`config.mk`:
```
export PLATFORM = sky130hd
export DESIGN_NAME = irq_handler
export DESIGN_NICKNAME = d
export VERILOG_FILES = /design/src/shared/irq_pkg.sv /design/src/core/irq_handler.sv
export SDC_FILE = /design/constraint.sdc
export NUM_CORES = 1
export LEC_CHECK = 0
export ABC_AREA = 1
export ABC_CLOCK_PERIOD_IN_PS = 6800
export BUFFER_PORTS_ARGS = -buffer_cell sky130_fd_sc_hd__buf_2
export CAP_MARGIN = 20
export CORE_MARGIN = 2
export CORE_UTILIZATION = 25
export CTS_CLUSTER_DIAMETER = 80
export DETAILED_ROUTE_END_ITERATION = 7
export GPL_ROUTABILITY_DRIVEN = 0
export PLACE_DENSITY_LB_ADDON = 0.1
export RECOVER_POWER = 50
export SYNTH_ARGS = -nofsm -noshare
export SYNTH_HDL_FRONTEND = slang
export SYNTH_SLANG_ARGS = --single-unit
export TNS_END_PERCENT = 1
```
`constraint.sdc`:
```
create_clock -name aclk -period 6.8 [get_ports aclk]
set_clock_uncertainty 0.1 [all_clocks]
set_input_delay 1.36 -clock aclk [delete_from_list [all_inputs] [get_ports aclk]]
set_output_delay 1.36 -clock aclk [all_outputs]
set_load 0.1 [all_outputs]
```
`src/shared/irq_pkg.sv`:
```
// Purpose: constants and types for the interrupt handler with wake-up timer
// Assumes: 32-bit AXI4-Lite register bus, 125 MHz aclk as undivided source clock
// Notes:   byte offsets are word aligned
package irq_pkg;
   // ==========================================
   // register map
   localparam logic [7:0] OFS_CTRL      = 8'h00;
   localparam logic [7:0] OFS_PRIO_LOW  = 8'h04;
   localparam logic [7:0] OFS_PRIO_HIGH = 8'h08;
   localparam logic [7:0] OFS_EXT_EN    = 8'h0c;
   localparam logic [7:0] OFS_EXT_FLAG  = 8'h10;
   localparam logic [7:0] OFS_WAKE_CTL  = 8'h14;
   localparam logic [7:0] OFS_WAKE_CNT  = 8'h18;
   localparam logic [7:0] OFS_STATUS    = 8'h1c;
   localparam logic [7:0] OFS_VEC_BASE  = 8'h20;
   // ==========================================
   // fields and reset values
   localparam int         CTRL_GIE      = 0;
   localparam int         CTRL_SLOW     = 1;
   localparam int         CTRL_CD_LSB   = 2;
   localparam int         WCTL_EN       = 0;
   localparam int         WCTL_FLAG     = 1;
   localparam logic [1:0] IPS_IDLE      = 2'h3;
   localparam logic [15:0] VECTOR_BASE  = 16'h0020;
   localparam int         VEC_STRIDE_SH = 3;
   localparam int         SRC_PFAIL     = 0;
   localparam int         SRC_EXT       = 2;
   localparam int         SRC_WAKE      = 7;
   localparam int         FILT_LEN      = 3;
   localparam logic [8:0] SLOW_RATIO    = 9'h100;
   localparam logic [1:0] RESP_OKAY     = 2'h0;
   localparam logic [1:0] RESP_SLVERR   = 2'h2;
   // ==========================================
   // types
   typedef enum logic [1:0] {ST_IDLE, ST_STALL, ST_HOLD, ST_VEC} disp_state_t;
   typedef struct packed {
      logic        fetch_cancel;
      logic        push;
      logic        ip_load;
      logic [15:0] vector;
      logic        pop;
      logic        ip_from_stack;
   } cpu_cmd_t;
endpackage : irq_pkg

```
`src/core/irq_handler.sv`:
```
// Purpose: interrupt handler, async input filter and wake-up timer
// Assumes: aclk is the undivided source clock; system clock is a tick
// Notes:   cpu side works once per system tick
// Behaviour
// - wake timer counts ring oscillator cycles and keeps counting in stop mode
// - interval is ring period times 16-bit count, at most 65535 periods
// - wake needs its interrupt to fire; software sets global enable first
// - vector base fixed at 0020h, vectors at fixed offsets from it
// - global enable resets to 0 and masks all but power-fail
// - flags set on condition even when disabled; enables gate requests only; here the wake flag sets only while wake_en_q is on
// - three priority levels per source; level in service kept in state bits
// - requests sampled on clock edge, serviced one cycle later outside windows
// - window-opening instruction delays vectoring by one extra cycle
// - service cancels fetch, pushes return, sets level, loads vector
// - return pops address, sets active level to 11b, reloads pointer
// - no interrupt on return cycle; two cycles at least between interrupts
// - internal sources are synchronous and recognised within one cycle
// - external inputs pass three-clock filter on the undivided clock
// - async recognition three, two, one system clocks at ratios 1, 2, 4+
// - async pulses narrower than three undivided clocks are ignored
// - synchronous and filtered requests of one module merge into one line
// - enabled external interrupts switch back from slow mode at once
// - level 0 highest, 2 lowest; preempt only by strictly higher level
// - equal levels resolved by lowest natural source number
// - divide ratio 1, 2, 4, 8 by divide select while slow mode clear
//
// Our own choices: the register offsets and the AXI4-Lite register port.
`timescale 1ns/100ps
module irq_handler
   import irq_pkg::*;
#(
   parameter int NSRC = 16,
   parameter int NEXT = 8
) (
   input  wire logic              aclk,
   input  wire logic              aresetn,
   input  wire logic [31:0]       s_axi_awaddr,
   input  wire logic              s_axi_awvalid,
   output      logic              s_axi_awready,
   input  wire logic [31:0]       s_axi_wdata,
   input  wire logic [3:0]        s_axi_wstrb,
   input  wire logic              s_axi_wvalid,
   output      logic              s_axi_wready,
   output      logic [1:0]        s_axi_bresp,
   output      logic              s_axi_bvalid,
   input  wire logic              s_axi_bready,
   input  wire logic [31:0]       s_axi_araddr,
   input  wire logic              s_axi_arvalid,
   output      logic              s_axi_arready,
   output      logic [31:0]       s_axi_rdata,
   output      logic [1:0]        s_axi_rresp,
   output      logic              s_axi_rvalid,
   input  wire logic              s_axi_rready,
   input  wire logic [NSRC-1:0]   sync_req,
   input  wire logic [NEXT-1:0]   ext_irq,
   input  wire logic              ring_osc,
   input  wire logic              instr_opens_window,
   input  wire logic              instr_is_return_from_irq_instr,
   output      logic              sys_tick,
   output      cpu_cmd_t          cpu_cmd,
   output      logic              wake_stop,
   output      logic              switchback
);
   // ==========================================
   // registers
   logic                 gie_q, slow_q;
   logic [1:0]           cd_q;
   logic [15:0]          prio_lo_q, prio_hi_q, wake_cnt_q, wake_cur_q;
   logic [NEXT-1:0]      ext_en_q, ext_flag_q;
   logic                 wake_en_q, wake_flag_q;
   logic [1:0]           ips_q, lvl_q;
   logic [3:0]           src_q;
   disp_state_t          state_q;
   logic [8:0]           div_q;
   logic                 tick;
   logic [NEXT-1:0]      ext_s1_q, ext_s2_q, filt_q, ext_rise;
   logic [NEXT*FILT_LEN-1:0] hist_q;
   logic [2:0]           ring_q;
   logic                 ring_edge;
   logic [NSRC-1:0]      req;
   logic [3:0]           best_src;
   logic [1:0]           best_lvl;
   logic                 best_ok;
   logic                 aw_q, w_q, aw_low_q, wstrb0_q;
   logic [7:0]           awaddr_q;
   logic [31:0]          wdata_q;
   logic                 wr_go, wr_hit;
   logic [31:0]          rd_val;
   logic                 rd_hit;

   // ==========================================
   // functions
   function automatic logic [8:0] div_ratio(input logic slow, input logic [1:0] cd);
      div_ratio = slow ? SLOW_RATIO : (9'h001 << cd);
   endfunction : div_ratio

   function automatic logic [1:0] src_level(input logic [3:0] s,
                                            input logic [15:0] lo,
                                            input logic [15:0] hi);
      logic [31:0] both;
      both = {hi, lo};
      src_level = both[{s, 1'b0} +: 2];
   endfunction : src_level

   // ==========================================
   // system clock tick from the undivided clock
   always_ff @(posedge aclk) begin
      if (!aresetn) begin
         div_q <= 9'h000;
      end else if (div_q >= div_ratio(slow_q, cd_q) - 9'h001) begin
         div_q <= 9'h000;
      end else begin
         div_q <= div_q + 9'h001;
      end
   end
   assign tick = (div_q >= div_ratio(slow_q, cd_q) - 9'h001);

   always_ff @(posedge aclk) begin
      if (!aresetn) begin
         sys_tick <= 1'b0;
      end else begin
         sys_tick <= tick;
      end
   end

   // ==========================================
   // external input synchroniser and glitch filter
   always_ff @(posedge aclk) begin
      if (!aresetn) begin
         ext_s1_q <= '0;
         ext_s2_q <= '0;
         hist_q   <= '0;
         filt_q   <= '0;
      end else begin
         ext_s1_q <= ext_irq;
         ext_s2_q <= ext_s1_q;
         for (int i = 0; i < NEXT; i++) begin
            hist_q[i*FILT_LEN +: FILT_LEN] <=
               {hist_q[i*FILT_LEN +: FILT_LEN-1], ext_s2_q[i]};
            if (&hist_q[i*FILT_LEN +: FILT_LEN]) begin
               filt_q[i] <= 1'b1;
            end else if (~|hist_q[i*FILT_LEN +: FILT_LEN]) begin
               filt_q[i] <= 1'b0;
            end
         end
      end
   end
   // filter runs on aclk, so recognition in system clocks shrinks with ratio
   assign ext_rise = {NEXT{1'b1}} & ~filt_q &
                     {NEXT{1'b1}} & hist_all_ones(hist_q);

   function automatic logic [NEXT-1:0] hist_all_ones(input logic [NEXT*FILT_LEN-1:0] h);
      for (int i = 0; i < NEXT; i++) begin
         hist_all_ones[i] = &h[i*FILT_LEN +: FILT_LEN];
      end
   endfunction : hist_all_ones

   always_ff @(posedge aclk) begin
      if (!aresetn) begin
         ext_flag_q <= '0;
      end else begin
         // set wins over a software clear in the same cycle
         ext_flag_q <= (ext_flag_q &
                        ~((wr_go && wr_hit && awaddr_q == OFS_EXT_FLAG) ?
                          wdata_q[NEXT-1:0] : '0)) | ext_rise;
      end
   end

   always_ff @(posedge aclk) begin
      if (!aresetn) begin
         switchback <= 1'b0;
      end else begin
         switchback <= slow_q && |(ext_rise & ext_en_q);
      end
   end

   // ==========================================
   // wake-up timer on the ring oscillator
   always_ff @(posedge aclk) begin
      if (!aresetn) begin
         ring_q <= 3'h0;
      end else begin
         ring_q <= {ring_q[1:0], ring_osc};
      end
   end
   assign ring_edge = ring_q[1] & ~ring_q[2];

   always_ff @(posedge aclk) begin
      if (!aresetn) begin
         wake_cur_q <= 16'h0000;
      end else if (!wake_en_q) begin
         wake_cur_q <= wake_cnt_q;
      end else if (ring_edge) begin
         // no stop input: the count never pauses
         wake_cur_q <= (wake_cur_q <= 16'h0001) ? wake_cnt_q :
                       wake_cur_q - 16'h0001;
      end
   end

   always_ff @(posedge aclk) begin
      if (!aresetn) begin
         wake_flag_q <= 1'b0;
      end else if (wake_en_q && ring_edge && wake_cur_q == 16'h0001) begin
         wake_flag_q <= 1'b1;
      end else if (wr_go && wr_hit && awaddr_q == OFS_WAKE_CTL && wdata_q[WCTL_FLAG]) begin
         wake_flag_q <= 1'b0;
      end
   end

   // ==========================================
   // request merge and priority pick
   always_comb begin
      req = sync_req;
      req[SRC_EXT]  = req[SRC_EXT] | |(ext_flag_q & ext_en_q);
      req[SRC_WAKE] = req[SRC_WAKE] | (wake_flag_q & wake_en_q);
      for (int i = 0; i < NSRC; i++) begin
         if (i != SRC_PFAIL) begin
            req[i] = req[i] & gie_q;
         end
      end
   end

   always_comb begin
      best_src = 4'h0;
      best_lvl = IPS_IDLE;
      best_ok  = 1'b0;
      for (int i = 0; i < NSRC; i++) begin
         if (req[i] && src_level(4'(i), prio_lo_q, prio_hi_q) < best_lvl) begin
            best_src = 4'(i);
            best_lvl = src_level(4'(i), prio_lo_q, prio_hi_q);
            best_ok  = 1'b1;
         end
      end
      best_ok = best_ok && (best_lvl < ips_q);
   end

   // ==========================================
   // dispatch towards the core
   always_ff @(posedge aclk) begin
      if (!aresetn) begin
         state_q <= ST_IDLE;
         src_q   <= 4'h0;
         lvl_q   <= IPS_IDLE;
      end else if (tick) begin
         unique case (state_q)
            ST_IDLE: begin
               if (best_ok && !instr_is_return_from_irq_instr) begin
                  src_q   <= best_src;
                  lvl_q   <= best_lvl;
                  state_q <= instr_opens_window ? ST_HOLD : ST_STALL;
               end
            end
            ST_HOLD:  state_q <= ST_STALL;
            ST_STALL: state_q <= ST_VEC;
            ST_VEC:   state_q <= ST_IDLE;
         endcase
      end
   end

   always_ff @(posedge aclk) begin
      if (!aresetn) begin
         ips_q <= IPS_IDLE;
      end else if (tick && state_q == ST_VEC) begin
         ips_q <= lvl_q;
      end else if (tick && instr_is_return_from_irq_instr && state_q == ST_IDLE) begin
         ips_q <= IPS_IDLE;
      end
   end

   always_ff @(posedge aclk) begin
      if (!aresetn) begin
         cpu_cmd <= '0;
      end else begin
         cpu_cmd.fetch_cancel  <= tick && state_q == ST_VEC;
         cpu_cmd.push          <= tick && state_q == ST_VEC;
         cpu_cmd.ip_load       <= tick && (state_q == ST_VEC ||
                                  (instr_is_return_from_irq_instr && state_q == ST_IDLE));
         cpu_cmd.vector        <= VECTOR_BASE +
                                  (16'(src_q) << VEC_STRIDE_SH);
         cpu_cmd.pop           <= tick && instr_is_return_from_irq_instr && state_q == ST_IDLE;
         cpu_cmd.ip_from_stack <= tick && instr_is_return_from_irq_instr && state_q == ST_IDLE;
      end
   end

   always_ff @(posedge aclk) begin
      if (!aresetn) begin
         wake_stop <= 1'b0;
      end else begin
         wake_stop <= tick && state_q == ST_VEC && src_q == 4'(SRC_WAKE);
      end
   end

   // ==========================================
   // AXI4-Lite write channel
   assign wr_go  = aw_q && w_q && !s_axi_bvalid;
   assign wr_hit = aw_low_q && (awaddr_q <= OFS_VEC_BASE) && (awaddr_q[1:0] == 2'b00);

   always_ff @(posedge aclk) begin
      if (!aresetn) begin
         aw_q     <= 1'b0;
         w_q      <= 1'b0;
         awaddr_q <= 8'h00;
         wdata_q  <= 32'h0000_0000;
         aw_low_q <= 1'b0;
         wstrb0_q <= 1'b0;
      end else begin
         if (s_axi_awvalid && s_axi_awready) begin
            aw_q     <= 1'b1;
            awaddr_q <= s_axi_awaddr[7:0];
            aw_low_q <= (s_axi_awaddr[31:8] == 24'h000000);
         end else if (wr_go) begin
            aw_q <= 1'b0;
         end
         if (s_axi_wvalid && s_axi_wready) begin
            w_q      <= 1'b1;
            wdata_q  <= s_axi_wdata;
            wstrb0_q <= s_axi_wstrb[0];
         end else if (wr_go) begin
            w_q <= 1'b0;
         end
      end
   end

   always_ff @(posedge aclk) begin
      if (!aresetn) begin
         s_axi_awready <= 1'b0;
         s_axi_wready  <= 1'b0;
         s_axi_bvalid  <= 1'b0;
         s_axi_bresp   <= RESP_OKAY;
      end else begin
         s_axi_awready <= !aw_q && !(s_axi_awvalid && s_axi_awready) && !s_axi_bvalid;
         s_axi_wready  <= !w_q && !(s_axi_wvalid && s_axi_wready) && !s_axi_bvalid;
         if (wr_go) begin
            s_axi_bvalid <= 1'b1;
            s_axi_bresp  <= wr_hit ? RESP_OKAY : RESP_SLVERR;
         end else if (s_axi_bready) begin
            s_axi_bvalid <= 1'b0;
         end
      end
   end

   always_ff @(posedge aclk) begin
      if (!aresetn) begin
         gie_q      <= 1'b0;
         slow_q     <= 1'b0;
         cd_q       <= 2'h0;
         prio_lo_q  <= 16'h0000;
         prio_hi_q  <= 16'h0000;
         ext_en_q   <= '0;
         wake_en_q  <= 1'b0;
         wake_cnt_q <= 16'h0000;
      end else begin
         if (switchback) begin
            slow_q <= 1'b0;
         end
         if (wr_go && wr_hit) begin
            unique case (awaddr_q)
               OFS_CTRL: begin
                  if (wstrb0_q) begin
                     gie_q  <= wdata_q[CTRL_GIE];
                     slow_q <= wdata_q[CTRL_SLOW];
                     cd_q   <= wdata_q[CTRL_CD_LSB +: 2];
                  end
               end
               OFS_PRIO_LOW:  prio_lo_q  <= wdata_q[15:0];
               OFS_PRIO_HIGH: prio_hi_q  <= wdata_q[15:0];
               OFS_EXT_EN:    ext_en_q   <= wdata_q[NEXT-1:0];
               OFS_WAKE_CTL:  wake_en_q  <= wdata_q[WCTL_EN];
               OFS_WAKE_CNT:  wake_cnt_q <= wdata_q[15:0];
               default: ;
            endcase
         end
      end
   end

   // ==========================================
   // AXI4-Lite read channel
   always_comb begin
      rd_hit = 1'b1;
      rd_val = 32'h0000_0000;
      unique case (s_axi_araddr[7:0])
         OFS_CTRL:      rd_val = {28'h0, cd_q, slow_q, gie_q};
         OFS_PRIO_LOW:  rd_val = {16'h0, prio_lo_q};
         OFS_PRIO_HIGH: rd_val = {16'h0, prio_hi_q};
         OFS_EXT_EN:    rd_val[NEXT-1:0] = ext_en_q;
         OFS_EXT_FLAG:  rd_val[NEXT-1:0] = ext_flag_q;
         OFS_WAKE_CTL:  rd_val = {30'h0, wake_flag_q, wake_en_q};
         OFS_WAKE_CNT:  rd_val = {16'h0, wake_cnt_q};
         OFS_STATUS:    rd_val = {16'h0, wake_cur_q[11:0], src_q[1:0], ips_q};
         OFS_VEC_BASE:  rd_val = {16'h0, VECTOR_BASE};
         default:       rd_hit = 1'b0;
      endcase
      if (s_axi_araddr[31:8] != 24'h0) begin
         rd_hit = 1'b0;
      end
   end

   always_ff @(posedge aclk) begin
      if (!aresetn) begin
         s_axi_arready <= 1'b0;
         s_axi_rvalid  <= 1'b0;
         s_axi_rdata   <= 32'h0000_0000;
         s_axi_rresp   <= RESP_OKAY;
      end else begin
         s_axi_arready <= !s_axi_rvalid && !(s_axi_arvalid && s_axi_arready);
         if (s_axi_arvalid && s_axi_arready) begin
            s_axi_rvalid <= 1'b1;
            s_axi_rdata  <= rd_hit ? rd_val : 32'h0000_0000;
            s_axi_rresp  <= rd_hit ? RESP_OKAY : RESP_SLVERR;
         end else if (s_axi_rready) begin
            s_axi_rvalid <= 1'b0;
         end
      end
   end
endmodule : irq_handler

```
==> results of run 1 <==
==> sequential cells by signal, indices dropped and copies added, names as in the netlist, 2 cells and up <==
name         cells
src_q            4
wake_cnt_q      16
ext_flag_q       8
lvl_q            2
cpu_cmd          8
ring_q           3
ips_q            2
prio_lo_q       16
prio_hi_q       16
cd_q             2
filt_q           8
ext_en_q         8
hist_q          24
wdata_q         16
state_q          2
awaddr_q         8
wake_cur_q      16
s_axi_rdata     16
div_q            9
ext_s1_q         8
ext_s2_q         8
==> cells in the final DEF, fill, tap and decap left out, types with 4 or more instances in the layout <==
master / synthesis / final
a2111oi_0: 8 / 8
a211oi_1: 53 / 53
a21oi_1: 74 / 71
a21oi_2: 3 / 5
a221oi_1: 9 / 9
buf_2: 3 / 147
buf_4: 31 / 62
clkbuf_1: 40 / 6
clkbuf_16: 0 / 29
clkbuf_8: 0 / 6
clkinv_1: 4 / 4
clkinv_2: 0 / 4
conb_1: 2 / 30
dfxtp_1: 218 / 218
ha_1: 19 / 18
inv_1: 190 / 190
inv_2: 8 / 8
nand2_1: 206 / 194
nand2_2: 42 / 51
nand2_4: 6 / 9
nand3_1: 76 / 66
nand3_2: 15 / 23
nand4_1: 15 / 15
nor2_1: 126 / 125
nor3_1: 23 / 20
nor4_1: 14 / 14
o211ai_1: 15 / 15
o21ai_0: 81 / 81
o21ai_1: 10 / 10
o22ai_1: 20 / 20
o311a_1: 8 / 8
o31ai_1: 11 / 11
or2_2: 5 / 4
or4_1: 4 / 4
xnor2_1: 4 / 4
xor2_1: 10 / 10
==> area by class of cell <==
class | instances | area [um2] | share of cell area [%]
multi-input cells | 907 | 5080 | 39.0
well taps | 532 | 666 | 5.11
clock buffers | 41 | 831 | 6.38
clock inverters | 10 | 101 | 0.778
inverters | 202 | 758 | 5.82
flip-flops and latches | 218 | 4360 | 33.5
repair buffers | 211 | 1230 | 9.42
==> timing repair <==
item                       in CTS  in global routing
setup endpoints to repair       0                  8
resized for setup               0                 40
hold endpoints to repair        0                  0
buffers inserted                0                 11
==> where the power goes <==
part / switching (mW) / internal, mW / leakage (nW)
Combinational: 0.232 / 0.0733 / 3.67
Sequential: 0.0139 / 1.31 / 1.77
Clock: 0.604 / 0.887 / 0.452
==> metrics by stage <==
step	hold slack (ns)	TNS, ns	instances
2_1_floorplan	0.290	0	1406
3_3_place_gp	0.294	-2.97	2059
3_5_place_dp	0.295	-3.64	2059
4_1_cts	0.309	0	2110
5_1_grt	0.323	-3.37	2121
6_report	0.308	0	2121
==> cells by family after synthesis <==
family	after synthesis	synth area share, %
AO/OA/AOI/OAI	304	18.4
XOR/XNOR	14	1.18
adder cells (fa/ha/maj)	19	2.29
buffers and inverters	281	11.4
flip-flops	218	42.1
multiplexers	2	0.205
other	2	0.0724
AND/OR/NAND/NOR	538	24.3
==> critical path, delay by kind of cell <==
| kind | cells | cell delay, ns |
|---|---|---|
| AND/OR/NAND/NOR | 65 | 5.01 |
| AO/OA/AOI/OAI | 3 | 0.26 |
| buffers and inverters | 2 | 0.19 |
| adder cells (fa/ha/maj) | 1 | 0.17 |
==> worst min path at each step <==
| stage | from | endpoint | cells after the start |
|---|---|---|---|
| floorplan | ext_s1_q[0] | ext_s2_q[0] | 2 |
| global placement | ext_s1_q[0] | ext_s2_q[0] | 2 |
| detailed placement | ext_s2_q[4] | hist_q[12] | 2 |
| CTS | ext_s2_q[4] | hist_q[12] | 2 |
| global route | ext_s2_q[4] | hist_q[12] | 2 |
| finish | ext_s2_q[4] | hist_q[12] | 2 |
==> layer usage <==
| metal | up-vias | track usage, % | wire length, um |
|---|---|---|---|
| li1 | 4937 | - | - |
| met1 | 4423 | 21.1 | 16100 |
| met2 | 169 | 25.1 | 15300 |
| met3 | 51 | 2.33 | 1180 |
| met4 | 0 | 4.45 | 915 |
| met5 | - | 0 | 0 |
==> reports/metrics.yaml, run 1 <==
status: "finished clean"
grt_max_degree: 87
vias: 9580
finalSetupViolations: 0
nNetsFinal: 1722
slowest_delay_ns: 0.25
rsz0062_at_grt: "yes"
post-place-ws_ns: -0.512
end_kind: "register"
io_buffer_count: 150
drive_gt1_share_pct: 23.3
cts_tree: "built"
area_growth_pct: 25.7
slew_violations: 0
cpMaxStageDelayCell: "or2_4"
r2r_start: "prio_lo_q[0]"
ys_seq_elements: 218
grt_usage_pct: 15.4
syn_area_um2: 10400
cp-start-kind: "input port"
clk_latency_ns: 0.57
antenna_found_initial: 0
htreeDepth: 1
yosys-top-cells-area: "dfxtp_1, nand2_1, inv_1"
root_buffer: "clkbuf_16"
postRouteAntennaNets: 0
design_area_um2: 13000
dpl.hpwl_mm: 24.7
grt_pass1_wl_mm: 53.1
ir_worst_vdd_mv: 0.153
die_h_um: 208
cp.arrival_ns: 7.04
timing.fmax_mhz: 148
yosys.area.top_type: "dfxtp_1"
r2r_end: "state_q[1]"
drtIter0Drc: 464
path_class: "input port to register"
start_util_pct: 25.3
drc_errors: 0
finalHoldViolations: 0
grt_remaining_overflow: 0
slew_headroom_pct: 28.4
cp_common_cell: "nand2_2"
cts_buffers: 29
avgSynthCellArea_um2: 7.52
hold_buffers: 0
dr.pass1.iters: 5
yosysUniqueCellTypes: 49
yosysWarnings: 0
drv_cap: 0
worstMarginPinSlew_ns: 1.07
num_rows: 74
place_area_um2: 11900
grt_pass1_vias: 9337
syn_inst: 1378
yosys-top-cells-count: "dfxtp_1, nand2_1, inv_1"
final_util_pct: 31.8
crit_path_max_fanout: 4
clk_pin_slew_ns: 0.06
fp.dieArea_um2: 43100
seq_area_frac_synth_pct: 42.1
clock_sinks: 218
min_period_over_period_pct: 99.1
die_w_um: 208
p_per_area_nw_per_um2: 239
r2r_cells: 71
total_power_mw: 3.12
netlist.area_leader.share_pct: 42.1
num-fill-cells: 4532
wire_per_inst_um: 15.8
via_per_inst: 4.52
cp-endpoint: "state_q[1]"
setup_ws_ns: 0.0580
io_pins: 199
leakage_nw: 5.89
synth_edf_count: 0
synth-main-ff-cell: "dfxtp_1"
core_area_um2: 40900
wl_mm: 33.5
async_reset_ff_share_pct: 0
r2r_setup_slack_ns: 0.47
period_needed_ns: 6.74
cts_buffer_depth: 3
cp.required_ns: 7.10
hold_class: "register to register"
synth_most_common_cell: "dfxtp_1"
diodes: 0
crit_start: "sync_req[0]"
No activity file was read; power rests on OpenSTA's default activity.
==> run 2, diff against run 1 <==
--- a/config.mk
+++ b/config.mk
@@ -8,3 +8,2 @@
 export ABC_AREA = 1
-export ABC_CLOCK_PERIOD_IN_PS = 6800
 export BUFFER_PORTS_ARGS = -buffer_cell sky130_fd_sc_hd__buf_2
==> constraint.sdc (replaced) <==
create_clock -name aclk -period 6.8 [get_ports aclk]
set_clock_uncertainty 0.1 [all_clocks]
set_input_delay 2.04 -clock aclk [delete_from_list [all_inputs] [get_ports aclk]]
set_output_delay 2.04 -clock aclk [all_outputs]
set_load 0.1 [all_outputs]
==> run 2 against run 1 <==
The flow now finishes with violations (capacitance limit, slew limit, setup timing); first-iteration DRC count shrank 7.3%; via count shrank 0.76%; critical path depth shrank 4; sequential power is essentially flat; count of clock-buffer cells in the layout shrank 3; die area is the same; cell count shrank 0.47%; core utilization shrank 0.24 points; non-clock buffer count shrank 9; cell area shrank 0.74%; global-route usage shrank 0.48 points; total power grew 2.4%; highest routed layer is now met5.
==> reports/metrics.yaml, run 2 (synthesized netlist as in run 1, its figures left out) <==
status: "finished with violations"
violations: "capacitance limit, slew limit, setup timing"
die_w_um: 208
drtIter0Drc: 430
multi_input_area_um2: 5000
final_common_cell: "dfxtp_1"
slew_violations: 78
setup_ws_ns: -0.512
start_util_pct: 25.3
cts_buffers: 28
htreeDepth: 1
ir_worst_vdd_mv: 0.156
place_area_um2: 11900
period_needed_ns: 7.31
area_growth_pct: 24.8
fin_setup_tns_ns: -3.84
postRouteAntennaNets: 0
dr.pass1.iters: 5
holdCritStartpoint: "ext_s2_q[4]"
path_class: "input port to register"
final_cell_mix: "dfxtp_1, nand2_1, inv_1, buf_2, nor2_1"
cp.arrival_ns: 7.66
design_area_um2: 12900
top_register: "hist_q"
cts_buffer_depth: 3
rsz0062_at_grt: "yes"
cp.required_ns: 7.15
nNetsFinal: 1712
r2r_start: "ext_en_q[3]"
die_h_um: 208
clock_sinks: 218
grt_pass1_wl_mm: 51.1
cpMaxStageDelayCell: "or2_2"
grt_usage_pct: 14.9
clk_pin_slew_ns: 0.06
slew_headroom_pct: -40.5
num_rows: 74
timing.fmax_mhz: 137
cts_tree: "built"
worstMarginPinSlew_ns: 2.11
seq_area_um2: 4360
leakage_nw: 5.85
antenna_found_initial: 1
num-fill-cells: 4488
core_area_um2: 40900
drive_gt1_share_pct: 21.6
finalHoldViolations: 0
finalSetupViolations: 8
dpl.hpwl_mm: 24.8
p_per_area_nw_per_um2: 247
grt_max_degree: 103
largest_register_ffs: 24
diodes: 0
cp_common_cell: "nand2_2"
fp.dieArea_um2: 43100
io_buffer_count: 150
final_util_pct: 31.6
root_buffer: "clkbuf_16"
drv_cap: 2
slowest_delay_ns: 0.29
wl_mm: 33.0
io_pins: 199
crit_path_max_fanout: 8
wire_per_inst_um: 15.6
cp-start-kind: "input port"
drc_errors: 0
crit_start: "sync_req[0]"
whs_ns: 0.306
hold_class: "register to register"
clk_latency_ns: 0.57
vias: 9507
grt_pass1_vias: 8990
via_per_inst: 4.50
grt_remaining_overflow: 0
min_period_over_period_pct: 108
end_kind: "register"
[run 2: cell types whose count changed in the layout (fill, tap and decap cells not counted), moves of 3 or more]
cell,before,now
bufinv_16,1,5
clkbuf_8,6,3
nand2_2,51,42
nand2_1,194,204
nand3_1,66,72
nand3_2,23,19
clkbuf_1,6,10
buf_4,62,48
[run 2: power by group]
part           internal (mW)  total [mW]  switching (mW)
sequential              1.31        1.32          0.0140
clock                  0.982        1.57           0.586
combinational         0.0729       0.303           0.230
total                   2.36        3.19           0.830
[run 2: area by class of cell]
type / count / share of cell area [%]
inverters: 202 / 5.86
flip-flops and latches: 218 / 33.7
clock inverters: 12 / 1.68
repair buffers: 202 / 8.94
well taps: 532 / 5.15
clock buffers: 38 / 5.94
multi-input cells: 907 / 38.7
[run 2: timing repair]
| item | in CTS | in global routing |
|---|---|---|
| pin swaps | 1 | 5 |
| buffers inserted | 0 | 2 |
| hold endpoints to repair | 0 | 0 |
| setup endpoints to repair | 8 | 8 |
| resized for setup | 7 | 7 |
| hold buffers | 0 | 0 |
| gates cloned | 0 | 0 |
[run 2: stage by stage]
step / cells / power, mW / setup slack, ns
2_1_floorplan: 1406 / 1.57 / -0.484
3_3_place_gp: 2058 / 1.65 / -1.18
3_5_place_dp: 2058 / 1.65 / -1.20
4_1_cts: 2108 / 3.25 / -0.498
5_1_grt: 2111 / 3.32 / -1.11
6_report: 2111 / 3.19 / -0.512
[run 2: final timing paths]
path,endpoint,slack (ns),cells past startpoint
setup / recovery,src_q[1],-0.51,67
hold / removal,hist_q[12],0.31,2
setup reg to reg,src_q[1],0.62,59
hold reg to reg,hist_q[12],0.31,2
[run 2: metal layers]
layer  global-route usage (%)  vias up  part of all wire (%)
li1                         -     4916                     -
met1                     20.3     4402                    49
met2                     24.6      136                    46
met3                     2.31       51                   3.1
met4                     3.72        2                   2.5
met5                        0        -                 0.042
[run 2: critical path, delay by kind of cell]
kind                       cells  cell delay (ns)
AOI/OAI and AO/OA              4             0.49
adders and majority gates      1             0.18
buffers and inverters          1             0.13
and+or+nand+nor               61             4.82
==> run 3, diff against run 2 <==
- ABC_AREA: 1 -> unset
- BUFFER_PORTS_ARGS: -buffer_cell sky130_fd_sc_hd__buf_2 -> -buffer_cell sky130_fd_sc_hd__buf_4
- GPL_TIMING_DRIVEN: unset -> 0
==> run 3 against run 2 <==
The flow now finishes without violations; critical path depth decreased by 49; cell count increased by 2.6%; sequential cell count unchanged; total power decreased by 2.8%; via count increased by 8.7%; worst hold slack got worse by 0.014 ns; area after synthesis increased by 6.7%; setup slack improved by 1.3 ns; sequential power about the same; count of clock-buffer cells in the layout decreased by 1; synthesized cell count decreased by 2.5%; critical endpoint unchanged; largest power group unchanged.
==> reports/metrics.yaml, run 3 <==
nNetsFinal: 1706
period_needed_ns: 6.03
postCtsSetupRepairBufs: 0
syn_inst: 1343
cts_tree: "built"
dr.pass1.iters: 5
area_growth_pct: 26.1
leakage_nw: 5.41
yosys.area.top_type: "dfxtp_1"
slew_violations: 0
core_area_um2: 43900
yosysWarnings: 0
drtIter0Drc: 564
clk_pin_slew_ns: 0.06
async_reset_ff_share_pct: 0
cts_buffers: 28
slowest_delay_ns: 0.50
synth_top_family_by_area: "simple AND/OR/NAND/NOR gates"
drv_cap: 0
synthAdderAreaFrac_pct: 2.24
grt_max_degree: 17
clock_sinks: 218
r2r_setup_slack_ns: 1.80
min_to: "hist_q[21]"
grt_remaining_overflow: 0
finalHoldViolations: 0
hold_depth: 1
num_rows: 77
synth_edf_count: 0
min_period_over_period_pct: 88.6
cts_buffer_depth: 3
worstMarginPinSlew_ns: 1.07
start_util_pct: 25.2
synth.mux.area_fraction_pct: 6.41
synth-main-ff-cell: "dfxtp_1"
cpMaxStageDelayCell: "nor3_1"
io_pins: 199
slew_headroom_pct: 28.4
syn_area_um2: 11100
cp_cell_sequence: "buf_4, nor2b_2, o41a_1, buf_6, nor4_2, nand3b_1, o21bai_1, ha_1, nor3_1, nand2_1, a221oi_1, a211oi_1, mux2i_1, ha_1, nor3_1, o211ai_2, nor4b_1, nor3_1"
yosys-top-cells-count: "dfxtp_1, nand2_1, nor2_1"
via_per_inst: 4.77
crit_family: "simple AND/OR/NAND/NOR gates"
p_per_area_nw_per_um2: 222
drive_gt1_share_pct: 17.6
fin_setup_tns_ns: 0
htreeDepth: 1
root_buffer: "clkbuf_16"
die_h_um: 214
status: "finished clean"
num-fill-cells: 4760
synth_most_common_cell: "dfxtp_1"
holdCritStartpoint: "ext_s2_q[7]"
grt_pass1_wl_mm: 60.9
dpl.hpwl_mm: 31.4
final-instance-count-excl-fill: 2165
largest_register_ffs: 24
grt_pass1_vias: 9849
cp.arrival_ns: 6.30
finalSetupViolations: 0
yosys.area_share.xor_xnor_pct: 0.554
yosysUniqueCellTypes: 95
path_class: "input port to register"
grt_usage_pct: 17.0
synth-compound-area-share_pct: 21.0
avgSynthCellArea_um2: 8.24
rsz0062_at_grt: "no"
cp.required_ns: 7.07
cts_resized: 0
yosys.area_share.simple_pct: 24.5
ys_seq_elements: 218
path_buf_inv: 2
wire_per_inst_um: 18.6
diodes: 0
io_buffer_count: 148
yosys-top-cells-area: "dfxtp_1, nand2_1, mux2i_1"
crit_path_max_fanout: 10
die_w_um: 214
r2r_end: "src_q[1]"
netlist.area_leader.share_pct: 39.5
antenna_found_initial: 0
seq_area_frac_synth_pct: 39.5
postRouteAntennaNets: 0
ir_worst_vdd_mv: 0.168
hold_class: "register to register"
top_register: "hist_q"
timing.fmax_mhz: 166
fp.dieArea_um2: 45900
drc_errors: 0
clk_latency_ns: 0.58
vias: 10333
end_kind: "register"
final_cell_mix: "dfxtp_1, buf_4, nand2_1, nor2_1, a21oi_1"
r2r_cells: 17
cp_common_cell: "nor3_1"
final_common_cell: "dfxtp_1"
cp-start-kind: "input port"
hold_buffers: 0
wl_mm: 40.2
dp_cells: 2114
r2r_start: "ext_en_q[1]"
==> run 3: cell types whose count changed in the layout (fill, tap and decap cells not counted), moves of 23 or more <==
cell	change
a21oi_1	+42
a22oi_1	+23
a211oi_1	-43
buf_2	-145
nand2_2	-42
mux2i_1	+62
nand3_1	-50
inv_1	-157
buf_4	+132
nand2_1	-29
clkbuf_1	+53
and2_1	+51
==> run 3: layout make-up <==
| cell class | instances | area (um2) | share of cell area [%] |
|---|---|---|---|
| multi-input cells | 1022 | 6180 | 44.3 |
| flip-flops and latches | 218 | 4360 | 31.3 |
| repair buffers | 152 | 1130 | 8.09 |
| clock buffers | 37 | 785 | 5.62 |
| well taps | 592 | 741 | 5.31 |
| plain buffers | 97 | 505 | 3.62 |
| inverters | 34 | 128 | 0.915 |
| clock inverters | 13 | 121 | 0.870 |
==> run 3: per-stage QoR <==
| step | util (%) | worst slack (ns) | hold WS [ns] | power (mW) | instance area (um2) |
|---|---|---|---|---|---|
| 5_1_grt | 31.7 | 0.338 | 0.313 | 3.23 | 13900 |
| 3_5_place_dp | 29.7 | 0.300 | 0.319 | 1.69 | 13100 |
| 4_1_cts | 31.8 | 0.854 | 0.287 | 3.15 | 14000 |
| 6_report | 31.7 | 0.773 | 0.292 | 3.10 | 13900 |
| 3_3_place_gp | 29.6 | 0.245 | 0.314 | 1.69 | 13000 |
| 2_1_floorplan | - | 1.10 | 0.312 | 1.57 | 11200 |
==> run 3: metal layers <==
metal	GRT usage, %	wire [um]	vias up
li1	-	-	5163
met1	23.4	19100	4922
met2	28.7	18900	204
met3	1.79	1520	44
met4	4.17	783	0
met5	0	0	-
==> run 3: worst max-delay path by stage <==
stage                startpoint        to  slack [ns]  cells after the start
CTS                 sync_req[3]  src_q[1]        0.85                     18
floorplan           sync_req[3]  src_q[1]        1.10                     17
detailed placement  sync_req[3]  src_q[1]        0.30                     18
finish              sync_req[3]  src_q[1]        0.77                     18
global placement    sync_req[3]  src_q[1]        0.24                     18
global route        sync_req[2]  src_q[1]        0.34                     18
==> run 3: power by group <==
part / switching, mW / internal, mW / total (mW)
Combinational: 0.233 / 0.105 / 0.338
Clock: 0.590 / 0.850 / 1.44
Sequential: 0.0208 / 1.30 / 1.32
Total: 0.844 / 2.26 / 3.10
==> run 3: worst register-to-register path, delay by kind of cell, from the launching register on <==
kind,cells,cell delay [ns]
AOI/OAI and AO/OA,6,1.65
muxes,1,0.20
adders and majority gates,2,0.44
buffers and inverters,1,0.26
and+or+nand+nor,7,1.78
DFF,1,0.36
==> run 3: logic make-up (layout without fill, tap and decap cells) <==
| kind of cell | after synthesis | count (layout) |
|---|---|---|
| compound gates | 347 | 347 |
| xor+xnor | 7 | 7 |
| fa+ha+maj | 20 | 20 |
| buf+inv | 131 | 333 |
| flops | 218 | 218 |
| mux | 69 | 69 |
| other cells | 2 | 30 |
| simple gates | 549 | 549 |
